File: config.mk
export PLATFORM = sky130hd
export DESIGN_NAME = mmsr_top
export DESIGN_NICKNAME = d
export VERILOG_FILES = /design/src/mmsr_pkg.sv /design/src/mmsr_top.sv
export SDC_FILE = /design/constraint.sdc
export NUM_CORES = 1
export LEC_CHECK = 0
export BUFFER_PORTS_ARGS = -buffer_cell sky130_fd_sc_hd__buf_2
export CAP_MARGIN = 20
export CELL_PAD_IN_SITES_DETAIL_PLACEMENT = 1
export CELL_PAD_IN_SITES_GLOBAL_PLACEMENT = 2
export CORE_ASPECT_RATIO = 0.7
export CORE_MARGIN = 2
export CORE_UTILIZATION = 33
export DETAILED_ROUTE_END_ITERATION = 12
export GPL_TIMING_DRIVEN = 0
export PLACE_DENSITY_LB_ADDON = 0.1
export SYNTH_ARGS = -nofsm -noshare
export SYNTH_HDL_FRONTEND = slang
export SYNTH_SLANG_ARGS = --single-unit
File: constraint.sdc
create_clock -name clk_sys -period 2.8 [get_ports clk_sys]
set_input_delay 0.56 -clock clk_sys [delete_from_list [all_inputs] [get_ports clk_sys]]
set_output_delay 0.56 -clock clk_sys [all_outputs]
set_load 0.02 [all_outputs]
File: src/mmsr_pkg.sv
package mmsr_pkg;
    // Clock and refresh timing
    localparam int unsigned CLK_HZ = 50_000_000;
    localparam int unsigned CYC_PER_MS = CLK_HZ / 1000;
    localparam int unsigned RMS_SHORT_MS = 500;
    localparam int unsigned RMS_LONG_MS = 1000;
    // Register indices; byte address is four times the index
    localparam logic [7:0] IDX_STAT_ONE = 8'h54;
    localparam logic [7:0] IDX_STAT_TWO = 8'h55;
    localparam logic [7:0] IDX_PWR_DOWN = 8'h93;
    localparam logic [7:0] IDX_OP_ONE = 8'h96;
    localparam logic [7:0] IDX_OP_TWO = 8'h97;
    localparam logic [7:0] IDX_OP_THREE = 8'h98;
    localparam logic [7:0] IDX_MASK_ONE = 8'h9a;
    localparam logic [7:0] IDX_MASK_TWO = 8'h9b;
    localparam logic [7:0] IDX_UNLOCK = 8'h9e;
    localparam logic [15:0] UNLOCK_KEY = 16'h5555;
    // Reset values and writable bits
    localparam logic [10:0] PD_RESET = 11'h000;
    localparam logic [23:0] OP_RESET = 24'h000000;
    localparam logic [23:0] MASK_RESET = 24'hffffff;
    localparam logic [23:0] OP1_BITS = 24'hc00000;
    localparam logic [23:0] OP2_BITS = 24'hffffff;
    localparam logic [23:0] OP3_BITS = 24'h03bff0;
    // Field positions
    localparam int PD_VOLT_LSB = 8;
    localparam int PD_CUR_LSB = 2;
    localparam int OP1_FAST_HP = 22;
    localparam int OP1_WAVE_FAST = 23;
    localparam int OP2_RMS_SLOW = 22;
    localparam int OP2_FREQ60 = 23;
    localparam int OP3_ISUM = 4;
    localparam int OP3_PERIOD = 5;
    localparam int OP3_APPARENT = 7;
    localparam int OP3_COMB = 8;
    localparam int OP3_GATE = 9;
    localparam int OP3_SRC = 10;
    localparam int OP3_SUM = 15;
    localparam int OP3_VAR_FULL = 16;
    localparam int OP3_WATT_FUND = 17;
    // Waveform source field LSBs, order VA IA VB IB VC IC IN
    localparam int WS_LSB [7] = '{14, 6, 16, 4, 18, 2, 8};
    localparam logic [3:0] SRC_OFF_LO = 4'h0;
    localparam logic [3:0] SRC_OFF_HI = 4'hf;
    localparam logic [1:0] PERIOD_ALT_A = 2'b11;
    localparam logic [1:0] PERIOD_A = 2'b00;
    // Status word fields
    localparam int S1_ZXTO = 3;
    localparam int S1_SIGN = 6;
    localparam int S1_PEAK = 13;
    localparam int S1_ISUM = 20;
    localparam int S2_REACT = 3;
    localparam int S2_FREACT = 6;
    localparam int S2_COMB = 15;
    localparam int S2_OR_ACT = 17;
    localparam int S2_OR_REACT = 18;
    localparam int S2_OR_FREACT = 19;
    localparam logic [23:0] S1_LIVE = 24'h001fc0;
    // Bus encodings
    localparam logic [1:0] HTRANS_NONSEQ = 2'b10;
    localparam logic HRESP_OKAY = 1'b0;

    // Event inputs from the metering datapath
    typedef struct packed {
        logic [2:0] sag;
        logic [2:0] zxTimeout;
        logic [6:0] waveSign;
        logic [6:0] peak;
        logic isumOver;
        logic [2:0] activeSign;
        logic [2:0] reactiveSign;
        logic [2:0] fundReactSign;
        logic combinedActive;
    } mmsr_evt_t;

    // Decoded controls toward the datapath
    typedef struct packed {
        logic [2:0] voltOff;
        logic [3:0] curOff;
        logic fastRmsHighPass;
        logic waveFromFast;
        logic [6:0][1:0] waveSrc;
        logic rmsSlow;
        logic lineFreq60;
        logic isumVsWaveSum;
        logic [1:0] periodPhase;
        logic apparentPowerMethod;
        logic combinedSigned;
        logic pulseOutGate;
        logic [3:0] pulseSourceChoice;
        logic pulseEnergySumMethod;
        logic reactiveFullWave;
        logic activeFundamental;
    } mmsr_ctrl_t;
endpackage

File: src/mmsr_top.sv
// The AHB-Lite register port was decided locally.
`timescale 1ns/1ps
// Summary of operation
// - Eleven-bit power-down word, one switches channel off
// - Voltage C..A at 10..8, currents N..A at 5..2
// - Word one bit 22 routes fast RMS through filter
// - Word one bit 23 picks fast waveform source
// - Word two holds two-bit waveform source per channel
// - Word two bit 22 selects 1000ms RMS refresh
// - Word two bit 23 selects 60Hz line
// - Word three bit 4 picks current-sum comparison
// - Bits 6:5 pick line-period phase, 11 is A
// - Bit 7 picks apparent power method
// - Bit 8 picks signed combined power sum
// - Bit 9 gates both energy pulse pins
// - Bits 13:10 pick pulse source, 0000/1111 off
// - Bit 15 picks pulse energy sum method
// - Bit 16 picks full-wave reactive energy
// - Bit 17 picks fundamental active power
// - Status one bits 0-5 flag dips, timeouts
// - Status one bits 6-12 mirror waveform signs
// - Status one bits 13-20 flag peaks, current sum
// - Status two flags power sign changes, summaries
// - Mask words gate flags onto active-low pins
module mmsr_top
    import mmsr_pkg::*;
#(
    parameter int unsigned RMS_SHORT_CYCLES = RMS_SHORT_MS * CYC_PER_MS,
    parameter int unsigned RMS_LONG_CYCLES = RMS_LONG_MS * CYC_PER_MS,
    parameter int CNT_W = 26
) (
    input wire logic clk_sys,
    input wire logic rst,
    // AHB-Lite slave
    input wire logic hsel,
    input wire logic [31:0] haddr,
    input wire logic [1:0] htrans,
    input wire logic hwrite,
    input wire logic [2:0] hsize,
    input wire logic [31:0] hwdata,
    input wire logic hready,
    output logic hreadyout,
    output logic hresp,
    output logic [31:0] hrdata,
    // Datapath side
    input wire mmsr_evt_t events,
    input wire logic pulseReqOne,
    input wire logic pulseReqTwo,
    output mmsr_ctrl_t ctrl,
    output logic rmsUpdateTick,
    output logic energyPulsePinOne,
    output logic energyPulsePinTwo,
    output logic interruptPinOneN,
    output logic interruptPinTwoN
);

    ////////////////////////////////////////////////////////////////
    // Parameter checks

    if (RMS_SHORT_CYCLES < 1 || RMS_LONG_CYCLES < 1 ||
        RMS_LONG_CYCLES > (64'd1 << CNT_W) || CNT_W > 31) begin : g_bad
        $error("mmsr_top: refresh counts do not fit the counter");
    end

    ////////////////////////////////////////////////////////////////
    // Address decode

    // Word index from a byte address
    function automatic logic [7:0] wordIdx(input logic [31:0] a);
        wordIdx = a[9:2];
    endfunction

    // Register state
    logic [10:0] pwrDown_reg;
    logic [23:0] opOne_reg;
    logic [23:0] opTwo_reg;
    logic [23:0] opThree_reg;
    logic [23:0] maskOne_reg;
    logic [23:0] maskTwo_reg;
    logic [15:0] unlock_reg;
    logic [23:0] statOne_reg;
    logic [23:0] statTwo_reg;
    // Data-phase bookkeeping
    logic wrPend_reg;
    logic [7:0] wrIdx_reg;
    logic [31:0] rdata_reg;

    // Address phase accepted this cycle
    wire addrTaken = hsel && hready && htrans == HTRANS_NONSEQ;
    wire [7:0] aIdx = wordIdx(haddr);
    wire rdTaken = addrTaken && !hwrite;
    wire wrTaken = addrTaken && hwrite;
    // Writes land only while unlocked, except those to the unlock register
    wire unlocked = unlock_reg == UNLOCK_KEY;
    wire wrOk = wrPend_reg && unlocked;
    wire wrPd = wrOk && wrIdx_reg == IDX_PWR_DOWN;
    wire wrOp1 = wrOk && wrIdx_reg == IDX_OP_ONE;
    wire wrOp2 = wrOk && wrIdx_reg == IDX_OP_TWO;
    wire wrOp3 = wrOk && wrIdx_reg == IDX_OP_THREE;
    wire wrM1 = wrOk && wrIdx_reg == IDX_MASK_ONE;
    wire wrM2 = wrOk && wrIdx_reg == IDX_MASK_TWO;
    // Unlock register itself is always writable
    wire wrUnl = wrPend_reg && wrIdx_reg == IDX_UNLOCK;
    // Reading a status word clears its sticky flags
    wire clrOne = rdTaken && aIdx == IDX_STAT_ONE;
    wire clrTwo = rdTaken && aIdx == IDX_STAT_TWO;

    ////////////////////////////////////////////////////////////////
    // Status words

    // Raw event vector of status one, signs excluded
    wire [23:0] evtOne = {
        3'b000,
        events.isumOver,
        events.peak,
        7'b0000000,
        events.zxTimeout,
        events.sag
    };
    // Live sign bits, never sticky
    wire [23:0] liveOne = {
        17'h00000,
        events.waveSign
    } << S1_SIGN;
    // Raw event vector of status two
    wire [23:0] evtTwo = {
        4'h0,
        |events.fundReactSign,
        |events.reactiveSign,
        |events.activeSign,
        1'b0,
        events.combinedActive,
        6'h00,
        events.fundReactSign,
        events.reactiveSign,
        events.activeSign
    };
    // A new event wins over the clear of the same cycle
    wire [23:0] statOne_next = (evtOne & ~S1_LIVE) | liveOne |
        (statOne_reg & ~S1_LIVE & ~{24{clrOne}});
    wire [23:0] statTwo_next = evtTwo |
        (statTwo_reg & ~{24{clrTwo}});

    // Status flops
    always_ff @(posedge clk_sys) begin
        if (rst) begin
            statOne_reg <= '0;
            statTwo_reg <= '0;
        end else begin
            statOne_reg <= statOne_next;
            statTwo_reg <= statTwo_next;
        end
    end

    ////////////////////////////////////////////////////////////////
    // Control registers

    // Bus write data lanes per register
    wire [10:0] pd_next = hwdata[10:0];
    wire [23:0] op1_next = hwdata[23:0] & OP1_BITS;
    wire [23:0] op2_next = hwdata[23:0] & OP2_BITS;
    wire [23:0] op3_next = hwdata[23:0] & OP3_BITS;

    // Software-written registers
    always_ff @(posedge clk_sys) begin
        if (rst) begin
            pwrDown_reg <= PD_RESET;
            opOne_reg <= OP_RESET;
            opTwo_reg <= OP_RESET;
            opThree_reg <= OP_RESET;
            maskOne_reg <= MASK_RESET;
            maskTwo_reg <= MASK_RESET;
            unlock_reg <= '0;
        end else begin
            // All eleven bits stored, reserved ones too
            if (wrPd) pwrDown_reg <= pd_next;
            if (wrOp1) opOne_reg <= op1_next;
            if (wrOp2) opTwo_reg <= op2_next;
            if (wrOp3) opThree_reg <= op3_next;
            if (wrM1) maskOne_reg <= hwdata[23:0];
            if (wrM2) maskTwo_reg <= hwdata[23:0];
            if (wrUnl) unlock_reg <= hwdata[15:0];
        end
    end

    ////////////////////////////////////////////////////////////////
    // Bus slave

    // Read selection at the address phase
    logic [31:0] rdSel;
    always_comb begin
        case (aIdx)
            IDX_STAT_ONE: rdSel = {8'h00, statOne_reg};
            IDX_STAT_TWO: rdSel = {8'h00, statTwo_reg};
            IDX_PWR_DOWN: rdSel = {21'h000000, pwrDown_reg};
            IDX_OP_ONE: rdSel = {8'h00, opOne_reg};
            IDX_OP_TWO: rdSel = {8'h00, opTwo_reg};
            IDX_OP_THREE: rdSel = {8'h00, opThree_reg};
            IDX_MASK_ONE: rdSel = {8'h00, maskOne_reg};
            IDX_MASK_TWO: rdSel = {8'h00, maskTwo_reg};
            IDX_UNLOCK: rdSel = {16'h0000, unlock_reg};
            // Unmapped words read as zero
            default: rdSel = 32'h00000000;
        endcase
    end

    // Address-phase capture and read data
    always_ff @(posedge clk_sys) begin
        if (rst) begin
            wrPend_reg <= 1'b0;
            wrIdx_reg <= '0;
            rdata_reg <= '0;
        end else begin
            wrPend_reg <= wrTaken;
            if (addrTaken) wrIdx_reg <= aIdx;
            if (rdTaken) rdata_reg <= rdSel;
        end
    end

    // Zero-wait slave, always OKAY
    assign hreadyout = 1'b1;
    assign hresp = HRESP_OKAY;
    assign hrdata = rdata_reg;

    ////////////////////////////////////////////////////////////////
    // Control decode

    // Waveform source per channel
    for (genvar c = 0; c < 7; c++) begin : g_ws
        assign ctrl.waveSrc[c] = opTwo_reg[WS_LSB[c] +: 2];
    end

    // Line period channel, code 11 folds onto A
    wire [1:0] perRaw = opThree_reg[OP3_PERIOD +: 2];
    wire [1:0] perPhase = (perRaw == PERIOD_ALT_A) ?
        PERIOD_A : perRaw;
    wire [3:0] srcSel = opThree_reg[OP3_SRC +: 4];
    // Pins run only with gate on and a live source
    wire pulsesOn = opThree_reg[OP3_GATE] &&
        srcSel != SRC_OFF_LO && srcSel != SRC_OFF_HI;

    assign ctrl.voltOff = pwrDown_reg[PD_VOLT_LSB +: 3];
    assign ctrl.curOff = pwrDown_reg[PD_CUR_LSB +: 4];
    assign ctrl.fastRmsHighPass = opOne_reg[OP1_FAST_HP];
    assign ctrl.waveFromFast = opOne_reg[OP1_WAVE_FAST];
    assign ctrl.rmsSlow = opTwo_reg[OP2_RMS_SLOW];
    assign ctrl.lineFreq60 = opTwo_reg[OP2_FREQ60];
    assign ctrl.isumVsWaveSum = opThree_reg[OP3_ISUM];
    assign ctrl.periodPhase = perPhase;
    assign ctrl.apparentPowerMethod = opThree_reg[OP3_APPARENT];
    assign ctrl.combinedSigned = opThree_reg[OP3_COMB];
    assign ctrl.pulseOutGate = opThree_reg[OP3_GATE];
    assign ctrl.pulseSourceChoice = srcSel;
    assign ctrl.pulseEnergySumMethod = opThree_reg[OP3_SUM];
    assign ctrl.reactiveFullWave = opThree_reg[OP3_VAR_FULL];
    assign ctrl.activeFundamental = opThree_reg[OP3_WATT_FUND];

    ////////////////////////////////////////////////////////////////
    // RMS refresh timer

    logic [CNT_W-1:0] rmsCnt_reg;
    logic tick_reg;
    wire [CNT_W-1:0] rmsLimit = opTwo_reg[OP2_RMS_SLOW] ?
        CNT_W'(RMS_LONG_CYCLES - 1) :
        CNT_W'(RMS_SHORT_CYCLES - 1);
    wire rmsWrap = rmsCnt_reg >= rmsLimit;

    // Free-running interval counter
    always_ff @(posedge clk_sys) begin
        if (rst) begin
            rmsCnt_reg <= '0;
            tick_reg <= 1'b0;
        end else begin
            rmsCnt_reg <= rmsWrap ? '0 : rmsCnt_reg + 1'b1;
            tick_reg <= rmsWrap;
        end
    end
    assign rmsUpdateTick = tick_reg;

    ////////////////////////////////////////////////////////////////
    // Pulse pins and interrupt pins

    logic pinOne_reg;
    logic pinTwo_reg;
    logic irqOneN_reg;
    logic irqTwoN_reg;
    // A one in the mask blocks its flag
    wire anyOne = |(statOne_reg & ~maskOne_reg);
    wire anyTwo = |(statTwo_reg & ~maskTwo_reg);

    // Registered pin drivers
    always_ff @(posedge clk_sys) begin
        if (rst) begin
            pinOne_reg <= 1'b0;
            pinTwo_reg <= 1'b0;
            irqOneN_reg <= 1'b1;
            irqTwoN_reg <= 1'b1;
        end else begin
            pinOne_reg <= pulseReqOne && pulsesOn;
            pinTwo_reg <= pulseReqTwo && pulsesOn;
            // Pins pulled low while an unmasked flag stands
            irqOneN_reg <= !anyOne;
            irqTwoN_reg <= !anyTwo;
        end
    end
    assign energyPulsePinOne = pinOne_reg;
    assign energyPulsePinTwo = pinTwo_reg;
    assign interruptPinOneN = irqOneN_reg;
    assign interruptPinTwoN = irqTwoN_reg;

endmodule // mmsr_top

==> results.cfg <==
[status]
status = finished, final reports clean

[critical_path]
worstReg2RegStart = wrPend_reg
critical_path_arrival_ns = 3.02
timing.rr.end = maskTwo_reg[17]
worstSetupPathType = input port to flip-flop
reg2reg_slack_ns = 0.21
crit_path_end_kind = flip-flop
worstPathMaxFanout = 10
crit_path_max_incr_delay_ns = 0.91
path_common_cell = nor2_1
start_kind = input port
crit_required_ns = 3.19
cp_slowest_cell = nor2_1
reg2reg_depth = 6
worstPathCellList = buf_2 > or3b_1 > nor2_1 > nand3_1 > clkbuf_1 > a21oi_1 > nor2_1

[drt]
avgRoutedWirePerCell_um = 23.6
routed_wl_um = 42000
drt_iter0_markers = 780
route.vias.total = 9509
drc = 0
ant_nets = 0
drt-pass1-iter-count = 5
via_per_inst = 5.33

[synthesis]
ys.flop_type = dfxtp_1
async_flop_share = 0
synthCells = 1180
avgSynthCellArea_um2 = 8.66
ys_warn_count = 0
synth_enable_flop_cells = 0
syn_area_um2 = 10200
ys_seq_elements = 226
ys_seq_area_frac = 0.443
synthDistinctLibCells = 67

[floorplan]
num_rows = 53
start_util = 0.338
dieArea_um2 = 32400
io_pins = 184
die_w_um = 214
core_area_um2 = 30200
die_h_um = 151

[clock_tree]
cts_tree = done
cts-root-buf = clkbuf_16
numCtsBuffers = 25
insertion_delay_ns = 0.55
h-tree-depth = 1
clk_pin_slew_worst_paths_ns = 0.06
ctsLongestPathBuffers = 3
postCtsHoldBufs = 0
cts_sinks = 226

[grt]
grt_pass1_wl_um = 61300
grt_max_degree = 14
grt-ovfl-total = 0
track_usage = 0.257
antenna_found_initial = 1
first_global_vias = 9280

[pwr]
power_density_nw_per_um2 = 605
power_leakage_nw = 4.99
ir_worst_vdd_mv = 0.398
power_w = 0.00749

[placement]
placed_area_um2 = 11500
port_buffers = 138
placedCellCount = 1738
pre_cts_ws_ns = -0.336
place.gp.congestion = 0.908
dpl.hpwl_um = 33200

[timing]
setup_violations = 0
slew_viol_final = 0
hold_viol_final = 0
period_needed_ns = 2.63
period_share = 0.939
fin_skew_ns = 0.0184
rsz0062_at_grt = false
timing.final.ws_setup_ns = 0.171
worst_pin_slew_ns = 1.18
tns_ns = 0
max_freq_mhz = 380
max_slew_margin = 0.210

[finish]
area_growth_pct = 21.1
final_nets = 1468
seqCellArea_um2 = 4530
final_area_um2 = 12400
final_cell_count_no_fill = 1783
drive_above_1_share = 0.194
nFillCells = 3661
multi_input_area_um2 = 4880
largest_register_ffs = 26

[worst_hold_path]
whs_endpoint = energyPulsePinTwo
hold_path_class = input port to flip-flop
worstHoldPathCells = 2
hold_start = pulseReqTwo

[job]
drv_cap = 0
-- final cells by class --
type / count / area share
multi-input combinational: 793 / 0.394
sequential: 226 / 0.366
clock buffer: 37 / 0.0598
timing repair buffer: 138 / 0.0558
buffer: 116 / 0.0532
tap: 412 / 0.0416
inverter: 51 / 0.0155
clock inverter: 9 / 0.0143
antenna: 1 / 0.000202
-- placed cells by master, fill, tap and decap left out, types with 9 or more instances in the layout --
cell type  instances
dfxtp_1          225
nand3_1           20
inv_1             51
a22oi_1            9
ha_1              10
and2_1            20
o21ai_0           22
a21oi_1          105
nor2_1           156
mux2i_1           92
xor2_1            15
clkbuf_16         25
buf_4             45
o22ai_1           25
nand2_1           82
conb_1            10
nor2b_1           15
nand4_1           16
nor3_1            56
xnor2_1            9
buf_2            161
clkbuf_1          42
-- kinds of logic after synthesis --
kind of cell,count (synthesis),synth area share
and+or+nand+nor,424,0.202
AOI/OAI and AO/OA,227,0.141
DFF,226,0.443
buffers and inverters,169,0.0837
muxes,98,0.0967
xor gates and xnor gates,24,0.0206
adders and majority gates,10,0.0122
other,2,0.000735
-- timing repair --
action,4_1_cts,5_1_grt
hold endpoints to repair,0,0
setup endpoints to repair,16,9
pin swaps,0,1
gates resized for setup,2,1
buffers inserted,0,0
cloned,0,0
-- power breakdown --
group          switching, W  leakage, nW  total (W)  internal [W]
clock network       0.00143        0.447    0.00373       0.00229
logic              0.000313         2.71   0.000461      0.000148
registers         0.0000406         1.83    0.00330       0.00326
-- synth_stat cells, types with 5 or more instances --
cell       count  area (um^2)
xor2_1        15          131
and3_1         6         37.5
nor2_1       156          586
nor2b_1       15         93.8
or3_1          5         31.3
a211oi_1       6         45.0
o22ai_1       25          156
o21ai_0       22          110
nor4_1         9         56.3
a2111oi_0      6         52.6
and2_1        20          125
mux2_2         6         67.6
a221oi_1       8         70.1
nor3b_1        8         60.1
nand4_1       16          100
dfxtp_1      226         4520
and4_1         7         61.3
nor3_1        56          280
a2bb2oi_1      5         43.8
buf_1          6         22.5
nand3_1       20          100
nand2_1       82          308
a21oi_1      105          526
inv_1         51          191
clkbuf_1      40          150
a22oi_1        9         67.6
mux2i_1       92          921
buf_4         45          338
xnor2_1        9         78.8
buf_2         23          115
ha_1          10          125
-- critical path: cells and delay by family --
| kind | cells | cell delay [ns] |
|---|---|---|
| buffers and inverters | 2 | 0.51 |
| AO/OA/AOI/OAI | 1 | 0.22 |
| AND/OR/NAND/NOR | 4 | 1.72 |
-- worst max path at each step --
stage | start | endpoint | slack [ns]
floorplan | opTwo_reg[22] | rmsCnt_reg[10] | 0.71
global placement | haddr[2] | hrdata[17] | -0.25
detailed placement | haddr[2] | hrdata[17] | -0.34
CTS | unlock_reg[5] | pwrDown_reg[0] | 0.11
global route | wrPend_reg | maskTwo_reg[19] | 0.009
finish | haddr[3] | statTwo_reg[0] | 0.17
-- layer usage --
metal,up-vias,track usage,share of wire
li1,4439,-,-
met3,48,0.0532,0.074
met4,0,0.0469,0.017
met5,-,0,0
met2,323,0.368,0.40
met1,4699,0.393,0.51
-- metrics by stage --
stage                     hold WS [ns]  utilization
final                            0.221        0.409
after global routing             0.210        0.409
after CTS                        0.201        0.409
after detailed placement         0.439        0.379
after global placement           0.422        0.379
after floorplan                  0.413            -
(Power assumes the default switching activity.)
